### config.mk
export PLATFORM = sky130hd
export DESIGN_NAME = ssf_port
export DESIGN_NICKNAME = d
export VERILOG_FILES = /design/src/rtl/ssf_pkg.sv /design/src/rtl/ssf_port.sv
export VERILOG_INCLUDE_DIRS = /design/src /design/src/rtl
export SDC_FILE = /design/constraint.sdc
export NUM_CORES = 1
export LEC_CHECK = 0
export BUFFER_PORTS_ARGS = -buffer_cell sky130_fd_sc_hd__buf_2
export CAP_MARGIN = 0
export CORE_MARGIN = 1
export CORE_UTILIZATION = 40
export DETAILED_ROUTE_END_ITERATION = 8
export PLACE_DENSITY = 0.74
export SYNTH_ARGS = -nofsm -noshare
export SYNTH_HDL_FRONTEND = slang
export SYNTH_SLANG_ARGS = --single-unit
### constraint.sdc
create_clock -name clk_sys -period 2.53 [get_ports clk_sys]
set_clock_uncertainty 0.15 [all_clocks]
set_input_delay 0.1265 -clock clk_sys [delete_from_list [all_inputs] [get_ports clk_sys]]
set_output_delay 0.1265 -clock clk_sys [all_outputs]
set_load 0.01 [all_outputs]
### src/rtl/ssf_consts.svh
// Register map, field positions, reset values and clock divider counts of the serial port.
// Function
// - A write to the transfer buffer while a word is still shifting sets a sticky write-collision flag that only software clears.
// - In SPI slave mode a byte that completes while the receive buffer still holds unread data sets the receive-overflow flag.
// - On overflow the newly shifted byte is thrown away and the receive buffer keeps its earlier byte.
// - Overflow can only be raised while the port runs as a slave clocked by the external master.
// - In master mode the overflow flag is never set, since each transfer starts from a software write.
// - The buffer-full bit sets when a reception completes into the receive buffer and is clear while it is empty.
// - With the port-enable bit set in SPI mode the clock, data-out and data-in pins belong to the port, else to general I/O.
`ifndef SSF_CONSTS_SVH
`define SSF_CONSTS_SVH

`define SSF_OFS_CONTROL     8'h14
`define SSF_OFS_DATA        8'h18
`define SSF_OFS_STATUS      8'h1c
`define SSF_CONTROL_RESET   8'h00
`define SSF_BIT_WRITE_COLLISION_FLAG        7
`define SSF_BIT_OVF         6
`define SSF_BIT_EN          5
`define SSF_BIT_CKP         4
`define SSF_BIT_FULL        0
`define SSF_BIT_BUSY        1
`define SSF_HALF_DIV0       6'h02
`define SSF_HALF_DIV1       6'h08
`define SSF_HALF_DIV2       6'h20
`define SSF_HALF_DIV3       6'h3f
`define SSF_MODE_SLAVE_SS   4'h4
`define SSF_MODE_SLAVE      4'h5

`endif

### src/rtl/ssf_pkg.sv
// Types shared by the serial port design.
package ssf_pkg;
	typedef enum logic [0:0] {SSF_IDLE, SSF_SHIFT} ssf_state_t;
	typedef logic [7:0] ssf_byte_t;
endpackage : ssf_pkg

### src/rtl/ssf_port.sv
// Synchronous serial port in SPI mode with error flags and an Avalon-MM register slave.
//
// The Avalon-MM slave port was chosen for this implementation.
`timescale 1ns/1ps
`include "ssf_consts.svh"

module ssf_port (
	input  wire logic              clk_sys,          // System clock, 50 MHz.
	input  wire logic              sys_rst,          // Asynchronous reset, active high.
	input  wire logic [7:0]        avs_address,      // Byte address.
	input  wire logic              avs_read,         // Read request.
	input  wire logic              avs_write,        // Write request.
	input  wire logic [31:0]       avs_writedata,    // Write data.
	output logic [31:0]            avs_readdata,     // Read data, registered.
	output logic                   avs_waitrequest,  // Stall of the current request.
	input  wire logic              sck_i,            // Serial clock in from the pin.
	output logic                   sck_o,            // Serial clock out, master mode.
	output logic                   sck_oe,           // Serial clock drive enable.
	input  wire logic              sdi,              // Serial data in.
	output logic                   sdo_o,            // Serial data out.
	output logic                   sdo_oe,           // Serial data drive enable.
	output logic                   port_active,      // High while the pins belong to the port.
	output ssf_pkg::ssf_byte_t     rx_byte_o         // Byte held in the receive buffer.
);
	import ssf_pkg::*;

	// Control register fields.
	logic       write_collision_flag;
	logic       receive_overflow_flag;
	logic       port_enable_bit;
	logic       clock_polarity_bit;
	logic [3:0] port_mode_sel;
	logic       next_write_collision_flag, next_ovf, next_en, next_ckp;
	logic [3:0] next_mode;
	// Receive buffer and its full flag.
	ssf_byte_t  transfer_buffer, next_rxbuf;
	logic       buffer_full_flag, next_full;
	// Two-entry transmit buffer.
	ssf_byte_t  tx_mem [0:1];
	logic       tx_wptr, tx_rptr, next_wptr, next_rptr;
	logic [1:0] tx_cnt, next_txcnt;
	// Shift engine.
	ssf_state_t state, next_state;
	ssf_byte_t  shift_register, next_shreg;
	logic       sample, next_sample;
	logic [2:0] bit_cnt, next_bitcnt;
	logic [5:0] div_cnt, next_divcnt;
	logic       sck_m, next_sckm;
	logic       sck_prev;
	logic       loaded, next_loaded;
	// Bus read pipeline.
	logic       rd_pend, next_rdpend;
	logic [31:0] next_rdata;

	logic       is_master, is_slave, lead, trail, done, tx_push, tx_pop, collision;
	logic       acc_data, acc_ctrl, wr_ok, rd_done;
	logic       ovf_hit, rx_store;
	logic [5:0] half_div;
	ssf_byte_t  rx_new;

	// Mode decode and pin ownership.
	assign is_master   = (port_mode_sel[3:2] == 2'b00);
	assign is_slave    = (port_mode_sel == `SSF_MODE_SLAVE_SS) ||
	                     (port_mode_sel == `SSF_MODE_SLAVE);
	assign port_active = port_enable_bit & (is_master | is_slave);
	assign sck_o       = sck_m;
	assign sck_oe      = port_active & is_master;
	assign sdo_o       = shift_register[7];
	assign sdo_oe      = port_active;
	assign rx_byte_o   = transfer_buffer;

	// Half-period length of the generated clock per master mode.
	always_comb begin
		case (port_mode_sel[1:0])
			2'b00: half_div = `SSF_HALF_DIV0;
			2'b01: half_div = `SSF_HALF_DIV1;
			2'b10: half_div = `SSF_HALF_DIV2;
			default: half_div = `SSF_HALF_DIV3;
		endcase
	end

	// Clock edges: leading leaves the idle level, trailing returns to it.
	always_comb begin
		if (is_master) begin
			lead  = (state == SSF_SHIFT) && (div_cnt == 6'h00) && (sck_m == clock_polarity_bit);
			trail = (state == SSF_SHIFT) && (div_cnt == 6'h00) && (sck_m != clock_polarity_bit);
		end else begin
			lead  = port_active && (sck_i != clock_polarity_bit) &&
			        (sck_prev == clock_polarity_bit);
			trail = port_active && (state == SSF_SHIFT) && (sck_i == clock_polarity_bit) &&
			        (sck_prev != clock_polarity_bit);
		end
	end

	// Bus decode; a data write during a shift collides and is dropped.
	assign acc_data  = (avs_address == `SSF_OFS_DATA);
	assign acc_ctrl  = (avs_address == `SSF_OFS_CONTROL);
	assign collision = avs_write & acc_data & (state == SSF_SHIFT);
	assign avs_waitrequest = (avs_read & ~rd_pend) |
	                         (avs_write & acc_data & ~collision & (tx_cnt == 2'd2));
	assign wr_ok   = avs_write & ~avs_waitrequest;
	assign rd_done = avs_read & rd_pend;
	assign tx_push = wr_ok & acc_data & ~collision;
	assign tx_pop  = (state == SSF_IDLE) && port_active && (tx_cnt != 2'd0) &&
	                 (is_master || !loaded);
	assign done    = trail && (bit_cnt == 3'd7);
	assign rx_new  = {shift_register[6:0], sample};

	// Overflow only in slave mode; a data read at the completing edge makes room for the byte.
	assign ovf_hit  = done && is_slave && buffer_full_flag && !(rd_done && acc_data);
	assign rx_store = done && !ovf_hit;

	// Control register; software clears a flag by writing zero, a hardware set wins.
	always_comb begin
		next_write_collision_flag = write_collision_flag;
		next_ovf  = receive_overflow_flag;
		next_en   = port_enable_bit;
		next_ckp  = clock_polarity_bit;
		next_mode = port_mode_sel;
		if (wr_ok && acc_ctrl) begin
			next_write_collision_flag = write_collision_flag & avs_writedata[`SSF_BIT_WRITE_COLLISION_FLAG];
			next_ovf  = receive_overflow_flag & avs_writedata[`SSF_BIT_OVF];
			next_en   = avs_writedata[`SSF_BIT_EN];
			next_ckp  = avs_writedata[`SSF_BIT_CKP];
			next_mode = avs_writedata[3:0];
		end
		if (collision)
			next_write_collision_flag = 1'b1;
		if (ovf_hit)
			next_ovf = 1'b1;
	end

	// Registers of the control register.
	always_ff @(posedge clk_sys or posedge sys_rst) begin
		if (sys_rst) begin
			{write_collision_flag, receive_overflow_flag, port_enable_bit,
			 clock_polarity_bit, port_mode_sel} <= `SSF_CONTROL_RESET;
		end else begin
			write_collision_flag  <= next_write_collision_flag;
			receive_overflow_flag <= next_ovf;
			port_enable_bit       <= next_en;
			clock_polarity_bit    <= next_ckp;
			port_mode_sel         <= next_mode;
		end
	end

	// Receive buffer; a data read empties it, and a byte stored in the same cycle wins.
	always_comb begin
		next_rxbuf = transfer_buffer;
		next_full  = buffer_full_flag;
		if (rd_done && acc_data)
			next_full = 1'b0;
		if (rx_store) begin
			next_rxbuf = rx_new;
			next_full  = 1'b1;
		end
	end

	// Registers of the receive buffer.
	always_ff @(posedge clk_sys or posedge sys_rst) begin
		if (sys_rst) begin
			transfer_buffer  <= 8'h00;
			buffer_full_flag <= 1'b0;
		end else begin
			transfer_buffer  <= next_rxbuf;
			buffer_full_flag <= next_full;
		end
	end

	// Register reads take two cycles so that read data always comes from a flop.
	always_comb begin
		next_rdpend = rd_pend;
		next_rdata  = avs_readdata;
		if (avs_read && !rd_pend) begin
			next_rdpend = 1'b1;
			next_rdata  = 32'h0000_0000;
			if (acc_ctrl)
				next_rdata[7:0] = {write_collision_flag, receive_overflow_flag,
				                   port_enable_bit, clock_polarity_bit, port_mode_sel};
			else if (acc_data)
				next_rdata[7:0] = transfer_buffer;
			else if (avs_address == `SSF_OFS_STATUS) begin
				next_rdata[`SSF_BIT_FULL] = buffer_full_flag;
				next_rdata[`SSF_BIT_BUSY] = (state == SSF_SHIFT);
			end
		end
		if (rd_done)
			next_rdpend = 1'b0;
	end

	// Registers of the read pipeline.
	always_ff @(posedge clk_sys or posedge sys_rst) begin
		if (sys_rst) begin
			rd_pend      <= 1'b0;
			avs_readdata <= 32'h0000_0000;
		end else begin
			rd_pend      <= next_rdpend;
			avs_readdata <= next_rdata;
		end
	end

	// Transmit buffer entries; the write pointer picks the entry that takes the byte.
	for (genvar gi = 0; gi < 2; gi++) begin : g_tx_entry
		ssf_byte_t next_entry;

		// Next value of one entry.
		always_comb begin
			next_entry = tx_mem[gi];
			if (tx_push && (tx_wptr == 1'(gi)))
				next_entry = avs_writedata[7:0];
		end

		// Registers one entry.
		always_ff @(posedge clk_sys or posedge sys_rst) begin
			if (sys_rst)
				tx_mem[gi] <= 8'h00;
			else
				tx_mem[gi] <= next_entry;
		end
	end

	// Transmit pointers and shift engine.
	always_comb begin
		next_wptr   = tx_wptr;
		next_rptr   = tx_rptr;
		next_state  = state;
		next_shreg  = shift_register;
		next_sample = sample;
		next_bitcnt = bit_cnt;
		next_divcnt = div_cnt;
		next_sckm   = sck_m;
		next_loaded = loaded;
		if (tx_push)
			next_wptr = ~tx_wptr;
		if (tx_pop) begin
			next_shreg  = tx_mem[tx_rptr];
			next_rptr   = ~tx_rptr;
			next_loaded = 1'b1;
		end
		next_txcnt = tx_cnt + {1'b0, tx_push} - {1'b0, tx_pop};
		case (state)
			SSF_IDLE: begin
				next_sckm   = clock_polarity_bit;
				next_divcnt = half_div - 6'd1;
				next_bitcnt = 3'd0;
				if (tx_pop && is_master) begin
					next_state = SSF_SHIFT;
				end else if (lead && is_slave) begin
					next_state  = SSF_SHIFT;
					next_sample = sdi;
					next_loaded = 1'b0;
				end
			end
			SSF_SHIFT: begin
				if (is_master) begin
					if (div_cnt == 6'h00) begin
						next_sckm   = ~sck_m;
						next_divcnt = half_div - 6'd1;
					end else begin
						next_divcnt = div_cnt - 6'd1;
					end
				end
				if (lead)
					next_sample = sdi;
				if (trail) begin
					next_shreg  = rx_new;
					next_bitcnt = bit_cnt + 3'd1;
				end
				if (done)
					next_state = SSF_IDLE;
			end
			default: next_state = SSF_IDLE;
		endcase
		// Clearing the enable or leaving SPI mode stops any transfer.
		if (!port_active) begin
			next_state  = SSF_IDLE;
			next_loaded = 1'b0;
		end
	end

	// Registers of the transmit pointers and shift engine.
	always_ff @(posedge clk_sys or posedge sys_rst) begin
		if (sys_rst) begin
			tx_wptr        <= 1'b0;
			tx_rptr        <= 1'b0;
			tx_cnt         <= 2'd0;
			state          <= SSF_IDLE;
			shift_register <= 8'h00;
			sample         <= 1'b0;
			bit_cnt        <= 3'd0;
			div_cnt        <= 6'h00;
			sck_m          <= 1'b0;
			sck_prev       <= 1'b0;
			loaded         <= 1'b0;
		end else begin
			tx_wptr        <= next_wptr;
			tx_rptr        <= next_rptr;
			tx_cnt         <= next_txcnt;
			state          <= next_state;
			shift_register <= next_shreg;
			sample         <= next_sample;
			bit_cnt        <= next_bitcnt;
			div_cnt        <= next_divcnt;
			sck_m          <= next_sckm;
			sck_prev       <= sck_i;
			loaded         <= next_loaded;
		end
	end
endmodule : ssf_port

==> impl_metrics.env, run 1 <==
export IMPL_worstSkewPairLatency_ns=0.35
export IMPL_maximum_number_of_pins_on_one_net_before_global_route_repair=26
export IMPL_slew_violations=0
export IMPL_postSynth_topFlopCell="dfrtp_1"
export IMPL_gp_routability_congestion=0.804
export IMPL_antenna_cells_inserted=0
export IMPL_overflow=0
export IMPL_final_net_count=447
export IMPL_worstHoldPathCells=3
export IMPL_finalCriticalPeriod_ns=2.43
export IMPL_initialDrtViolationCount=108
export IMPL_sequential_to_total_area_share_from_yosys_stat_pct=48.6
export IMPL_hold_path_startpoint="avs_address[0]"
export IMPL_clk_transition_reported_paths_ns=0.08
export IMPL_hold_violations=0
export IMPL_grt_usage_pct=17.9
export IMPL_arrival_ns=2.51
export IMPL_dp_cells=473
export IMPL_drt_wl_total_um=7490
export IMPL_worstSetupStartpointType="flop"
export IMPL_timing_setup_tns_ns=0
export IMPL_crit_type="reg -> reg"
export IMPL_worst_slew_pin_slew_ns=0.558
export IMPL_synth_largest_type_area_fraction_pct=48.6
export IMPL_ant_nets=0
export IMPL_core_area_mm2=0.00834
export IMPL_r2r_worst_path_cells=6
export IMPL_cp_end_kind="flop"
export IMPL_hpwl_um=5570
export IMPL_r2r_slack_ns=0.10
export IMPL_post_layout_total_power_mw=2.50
export IMPL_area_growth_pct=21.4
export IMPL_dpl_worst_slack_ns=0.000844
export IMPL_path_cells="or3_1, nor4_4, o21ai_2, nor3b_4, buf_4, mux2_2"
export IMPL_clockBufferDepth=2
export IMPL_yosys_cell_types_count=50
export IMPL_placement_io_buffers=43
export IMPL_total_leakage_power_nw=2.07
export IMPL_maxSlewHeadroom_pct=62.4
export IMPL_final_setup_viol_count=0
export IMPL_postSynth_asyncResetShare_pct=100
export IMPL_max_vdd_ir_drop_v=0.000315
export IMPL_highest_net_fanout_along_the_worst_path=6
export IMPL_grt_first_pass_wirelength_um=12200
export IMPL_grt_pass1_vias=2491
export IMPL_final_cells=504
export IMPL_dieHeight_um=95.6
export IMPL_worst_hold_path_type="in -> reg"
export IMPL_via_per_inst=5.15
export IMPL_drtPass1Iterations=4
export IMPL_yosys_warnings=0
export IMPL_layout_cells_most_common="dfrtp_1"
export IMPL_synth_seq_cells=68
export IMPL_rows=33
export IMPL_ctsRootBufferMaster="clkbuf_8"
export IMPL_io_pins=92
export IMPL_syn_avg_cell_area_um2=11.0
export IMPL_timing_rr_start="div_cnt[3]$_DFFE_PP0P_"
export IMPL_min_delay_worst_endpoint="avs_readdata[1]$_DFFE_PP0P_"
export IMPL_dominant_cells_by_area_after_synthesis="dfrtp_1 (49%), mux2_2 (13%), buf_4 (5.6%)"
export IMPL_full_die_area_mm2=0.00913
export IMPL_wl_per_cell_um=14.9
export IMPL_die_width_um=95.6
export IMPL_drive_gt1_share_pct=33.8
export IMPL_yosysTopAreaCell="dfrtp_1"
export IMPL_fmax_mhz=412
export IMPL_drv_max_cap_violation_count=0
export IMPL_finalInstanceArea_mm2=0.00425
export IMPL_num_vias=2595
export IMPL_initial_utilization_pct=42.0
export IMPL_power_density_cell_area_mw_per_mm2=587
export IMPL_final_setup_worst_slack_ns=0.104
export IMPL_syn_area_mm2=0.00350
export IMPL_critPathRequiredTime_ns=2.62
export IMPL_status="complete, no violations"
export IMPL_cpMaxStageDelayCell="or3_1"
export IMPL_clock_sinks=68
export IMPL_num_fill_cells=737
export IMPL_synth_edf_count=0
export IMPL_drc=0
export IMPL_cts_buffers_inserted=9
export IMPL_synth_cells=318
export IMPL_timing_critical_path_slowest_cell_delay_ns=0.46
export IMPL_grt_setup_unrepaired="false"
export IMPL_post_dp_cell_area_mm2=0.00386
export IMPL_tritoncts="done"
export IMPL_cts_htree_levels=3
export IMPL_final_cell_mix="dfrtp_1 (68), buf_2 (43), mux2_2 (41)"
export IMPL_min_period_over_period_pct=95.9
export IMPL_number_of_antenna_violations_at_the_first_check_in_global_routing=0
export IMPL_r2r_path_end="rx_byte_o[2]$_DFFE_PP0P_"
[stage by stage]
stage	util [%]	hold WS, ns
after floorplan	-	0.00793
after global placement	46.3	0.0571
after detailed placement	46.3	0.0575
after CTS	50.8	0.00679
after global routing	51.0	0.0446
final	51.0	0.0231
[critical path, delay by kind of cell (launching register included)]
kind	cells	cell delay, ns
flops	1	0.42
buf+inv	1	0.19
simple gates	3	1.03
mux	1	0.34
compound gates	1	0.18
[cell families (layout without fill, tap and decap cells)]
family / after synthesis / in the layout / share of synthesized area (%)
AOI/OAI and AO/OA: 58 / 58 / 10.2
xor gates and xnor gates: 8 / 8 / 2.00
adders and majority gates: 7 / 7 / 2.50
buffers and inverters: 46 / 104 / 7.75
DFF: 68 / 68 / 48.6
muxes: 50 / 50 / 15.8
other: 1 / 24 / 0.107
and+or+nand+nor: 80 / 80 / 13.1
[what timing repair did]
action,CTS,global route
buffers inserted,0,0
hold buffers,15,0
endpoints found under the hold margin,52,0
endpoints found under the setup margin,6,9
gates resized for setup,1,3
[sequential cells by signal, summed over array words and instances (netlist names)]
name	flops
tx_wptr	1
port_enable_bit	1
loaded	1
buffer_full_flag	1
sck_o	1
sample	1
rd_pend	1
bit_cnt	3
div_cnt	6
receive_overflow_flag	1
write_collision_flag	1
avs_readdata	8
sck_prev	1
rx_byte_o	8
tx_cnt	2
tx_mem	16
port_mode_sel	4
clock_polarity_bit	1
tx_rptr	1
shift_register	8
state	1
[cell usage after synthesis (2+ instances only)]
| cell | count |
|---|---|
| a21oi_1 | 9 |
| a22oi_1 | 10 |
| and2_1 | 4 |
| and3_1 | 2 |
| buf_4 | 26 |
| clkbuf_1 | 7 |
| dfrtp_1 | 68 |
| ha_1 | 7 |
| inv_1 | 11 |
| mux2_2 | 41 |
| mux2i_1 | 9 |
| nand2_1 | 28 |
| nand2b_1 | 5 |
| nand3_1 | 7 |
| nand4_1 | 2 |
| nor2_1 | 9 |
| nor2b_1 | 3 |
| o21ai_0 | 27 |
| o22ai_1 | 2 |
| or2_2 | 4 |
| or3_1 | 2 |
| xnor2_1 | 6 |
| xor2_1 | 2 |
[area by class of cell]
class	instances	area [um^2]	share of cell area [%]
flip-flops and latches	68	1700	40.0
multi-input cells	227	1630	38.4
repair buffers	77	520	12.2
well taps	105	131	3.09
clock buffers	9	124	2.91
clock inverters	7	98.8	2.32
inverters	11	41.3	0.971
[per-layer routing]
layer	vias up	track usage, %	wire (um)
met3	14	3.67	361
met2	89	28.5	3610
met4	0	7.46	150
li1	1227	-	-
met1	1265	23.6	3370
met5	-	0	0
[how the worst max path moves through the flow]
stage               cells after the start                        to                            from
CTS                                     6  rx_byte_o[5]$_DFFE_PP0P_          div_cnt[3]$_DFFE_PP0P_
detailed placement                      6  rx_byte_o[5]$_DFFE_PP0P_          div_cnt[3]$_DFFE_PP0P_
global placement                        6  rx_byte_o[6]$_DFFE_PP0P_          div_cnt[3]$_DFFE_PP0P_
global route                            6  rx_byte_o[5]$_DFFE_PP0P_          div_cnt[3]$_DFFE_PP0P_
finish                                  6  rx_byte_o[2]$_DFFE_PP0P_          div_cnt[3]$_DFFE_PP0P_
floorplan                               6  rx_byte_o[0]$_DFFE_PP0P_  clock_polarity_bit$_DFFE_PP0P_
[power breakdown]
part           switching (mW)  internal, mW  total (mW)
logic                   0.162         0.135       0.297
clock network           0.440         0.559       0.999
registers              0.0665          1.13        1.20
(Power assumes the default switching activity.)
==> run 2: changes to the inputs <==
BUFFER_PORTS_ARGS = -buffer_cell sky130_fd_sc_hd__buf_4   (was -buffer_cell sky130_fd_sc_hd__buf_2)
CORE_MARGIN = 4   (was 1)
==> impl_metrics.env, run 2 (synthesis gave the netlist of run 1 again) <==
export IMPL_finish_utilization_pct=52.0
export IMPL_cts_buffers_inserted=9
export IMPL_placement_io_buffers=43
export IMPL_overflow=0
export IMPL_maxSlewHeadroom_pct=52.2
export IMPL_layout_cells_most_common="dfrtp_1"
export IMPL_final_cell_mix="dfrtp_1 (68), buf_4 (59), mux2_2 (41)"
export IMPL_ctsRootBufferMaster="clkbuf_8"
export IMPL_hold_violations=0
export IMPL_clk_transition_reported_paths_ns=0.08
export IMPL_drtPass1Iterations=4
export IMPL_hpwl_um=5730
export IMPL_final_setup_viol_count=0
export IMPL_post_cts_setup_buffers=0
export IMPL_combinationalPowerShare_pct=12.3
export IMPL_min_period_over_period_pct=96.3
export IMPL_final_cells=503
export IMPL_power_share_switching_pct=26.3
export IMPL_num_fill_cells=733
export IMPL_wl_per_cell_um=15.0
export IMPL_rows=33
export IMPL_core_area_mm2=0.00838
export IMPL_arrival_ns=2.51
export IMPL_crit_type="reg -> reg"
export IMPL_status="complete, no violations"
export IMPL_die_width_um=102
export IMPL_dp_cells=471
export IMPL_initial_utilization_pct=41.8
export IMPL_gp_routability_congestion=0.833
export IMPL_number_of_antenna_violations_at_the_first_check_in_global_routing=0
export IMPL_worst_hold_path_type="in -> reg"
export IMPL_finalCriticalPeriod_ns=2.44
export IMPL_timing_setup_tns_ns=0
export IMPL_highest_net_fanout_along_the_worst_path=6
export IMPL_power_share_sequential_pct=48.1
export IMPL_antenna_cells_inserted=0
export IMPL_clockBufferDepth=2
export IMPL_finalInstanceArea_mm2=0.00436
export IMPL_final_net_count=446
export IMPL_post_dp_cell_area_mm2=0.00395
export IMPL_io_pins=92
export IMPL_drive_gt1_share_pct=33.4
export IMPL_largest_reg_flops=16
export IMPL_worstSkewPairLatency_ns=0.34
export IMPL_total_leakage_power_nw=2.08
export IMPL_clock_sinks=68
export IMPL_dpl_worst_slack_ns=-0.0751
export IMPL_drt_wl_total_um=7560
export IMPL_grt_first_pass_wirelength_um=12500
export IMPL_grt_pass1_vias=2642
export IMPL_grt_usage_pct=15.5
export IMPL_full_die_area_mm2=0.0103
export IMPL_initialDrtViolationCount=88
export IMPL_power_density_cell_area_mw_per_mm2=574
export IMPL_portion_of_total_power_attributed_to_the_clock_network_pct=39.6
export IMPL_fmax_mhz=410
export IMPL_whs_ns=0.0903
export IMPL_tritoncts="done"
export IMPL_drc=0
export IMPL_p_sw_uw=658
export IMPL_num_vias=2576
export IMPL_registers_top_by_ff_count="tx_mem"
export IMPL_critPathRequiredTime_ns=2.60
export IMPL_cp_end_kind="flop"
export IMPL_slew_violations=0
export IMPL_post_layout_total_power_mw=2.50
export IMPL_drv_max_cap_violation_count=0
export IMPL_via_per_inst=5.12
export IMPL_ant_nets=0
export IMPL_grt_setup_unrepaired="false"
export IMPL_dieHeight_um=102
export IMPL_max_vdd_ir_drop_v=0.000229
export IMPL_worst_slew_pin_slew_ns=0.716
export IMPL_worstSetupStartpointType="flop"
export IMPL_maximum_number_of_pins_on_one_net_before_global_route_repair=38
export IMPL_final_setup_worst_slack_ns=0.0930
export IMPL_area_growth_pct=24.4
export IMPL_cell_internal_pwr_mw=1.84
export IMPL_cts_htree_levels=3
run 2: per-layer routing:
| layer | part of all wire (%) | track usage [%] | vias to the layer above |
|---|---|---|---|
| li1 | - | - | 1227 |
| met1 | 44 | 19.7 | 1247 |
| met2 | 48 | 26.3 | 89 |
| met3 | 6.4 | 4.34 | 13 |
| met4 | 1.3 | 3.78 | 0 |
| met5 | 0 | 0 | - |
run 2: area by class of cell:
type	instances	area (um^2)	area share, %
inverter	11	41.3	0.948
tap	105	131	3.02
sequential	68	1700	39.1
clock inverter	7	100	2.30
timing repair buffer	76	623	14.3
multi-input combinational	227	1630	37.5
clock buffer	9	124	2.84
run 2: timing repair:
action,in CTS,in global routing
hold buffers,16,0
gates resized for setup,0,3
setup endpoints to repair,0,9
hold endpoints to repair,61,0
run 2: worst max-delay path, cell delays in order, from the launching register on:
cell and delay [ns]:
dfrtp_1 0.41, or3_1 0.49, nor4_4 0.35, o21ai_2 0.17, nor3b_4 0.21, buf_4 0.19
mux2_2 0.34
run 2: worst paths after layout:
kind                                                    endpoint                        start  slack [ns]  cells past startpoint
worst max register to register          rx_byte_o[5]$_DFFE_PP0P_       div_cnt[3]$_DFFE_PP0P_        0.09                      6
min in group asynchronous                  tx_mem[8]$_DFFE_PP0P_                      sys_rst        0.31                      3
worst max-delay path                    rx_byte_o[5]$_DFFE_PP0P_       div_cnt[3]$_DFFE_PP0P_        0.09                      6
worst min-delay path                 avs_readdata[0]$_DFFE_PP0P_               avs_address[6]        0.09                      4
max in group asynchronous       write_collision_flag$_DFFE_PP0P_                      sys_rst        1.28                      4
worst min register to register       avs_readdata[3]$_DFFE_PP0P_  avs_readdata[3]$_DFFE_PP0P_        0.34                      2
run 2: power groups by stage:
stage	combinational [mW]	clock [mW]	sequential, mW
2_1_floorplan	0.225	0	1.19
3_3_place_gp	0.277	0	1.22
3_5_place_dp	0.286	0	1.22
4_1_cts	0.306	1.02	1.20
5_1_grt	0.343	1.07	1.21
6_report	0.309	0.990	1.20
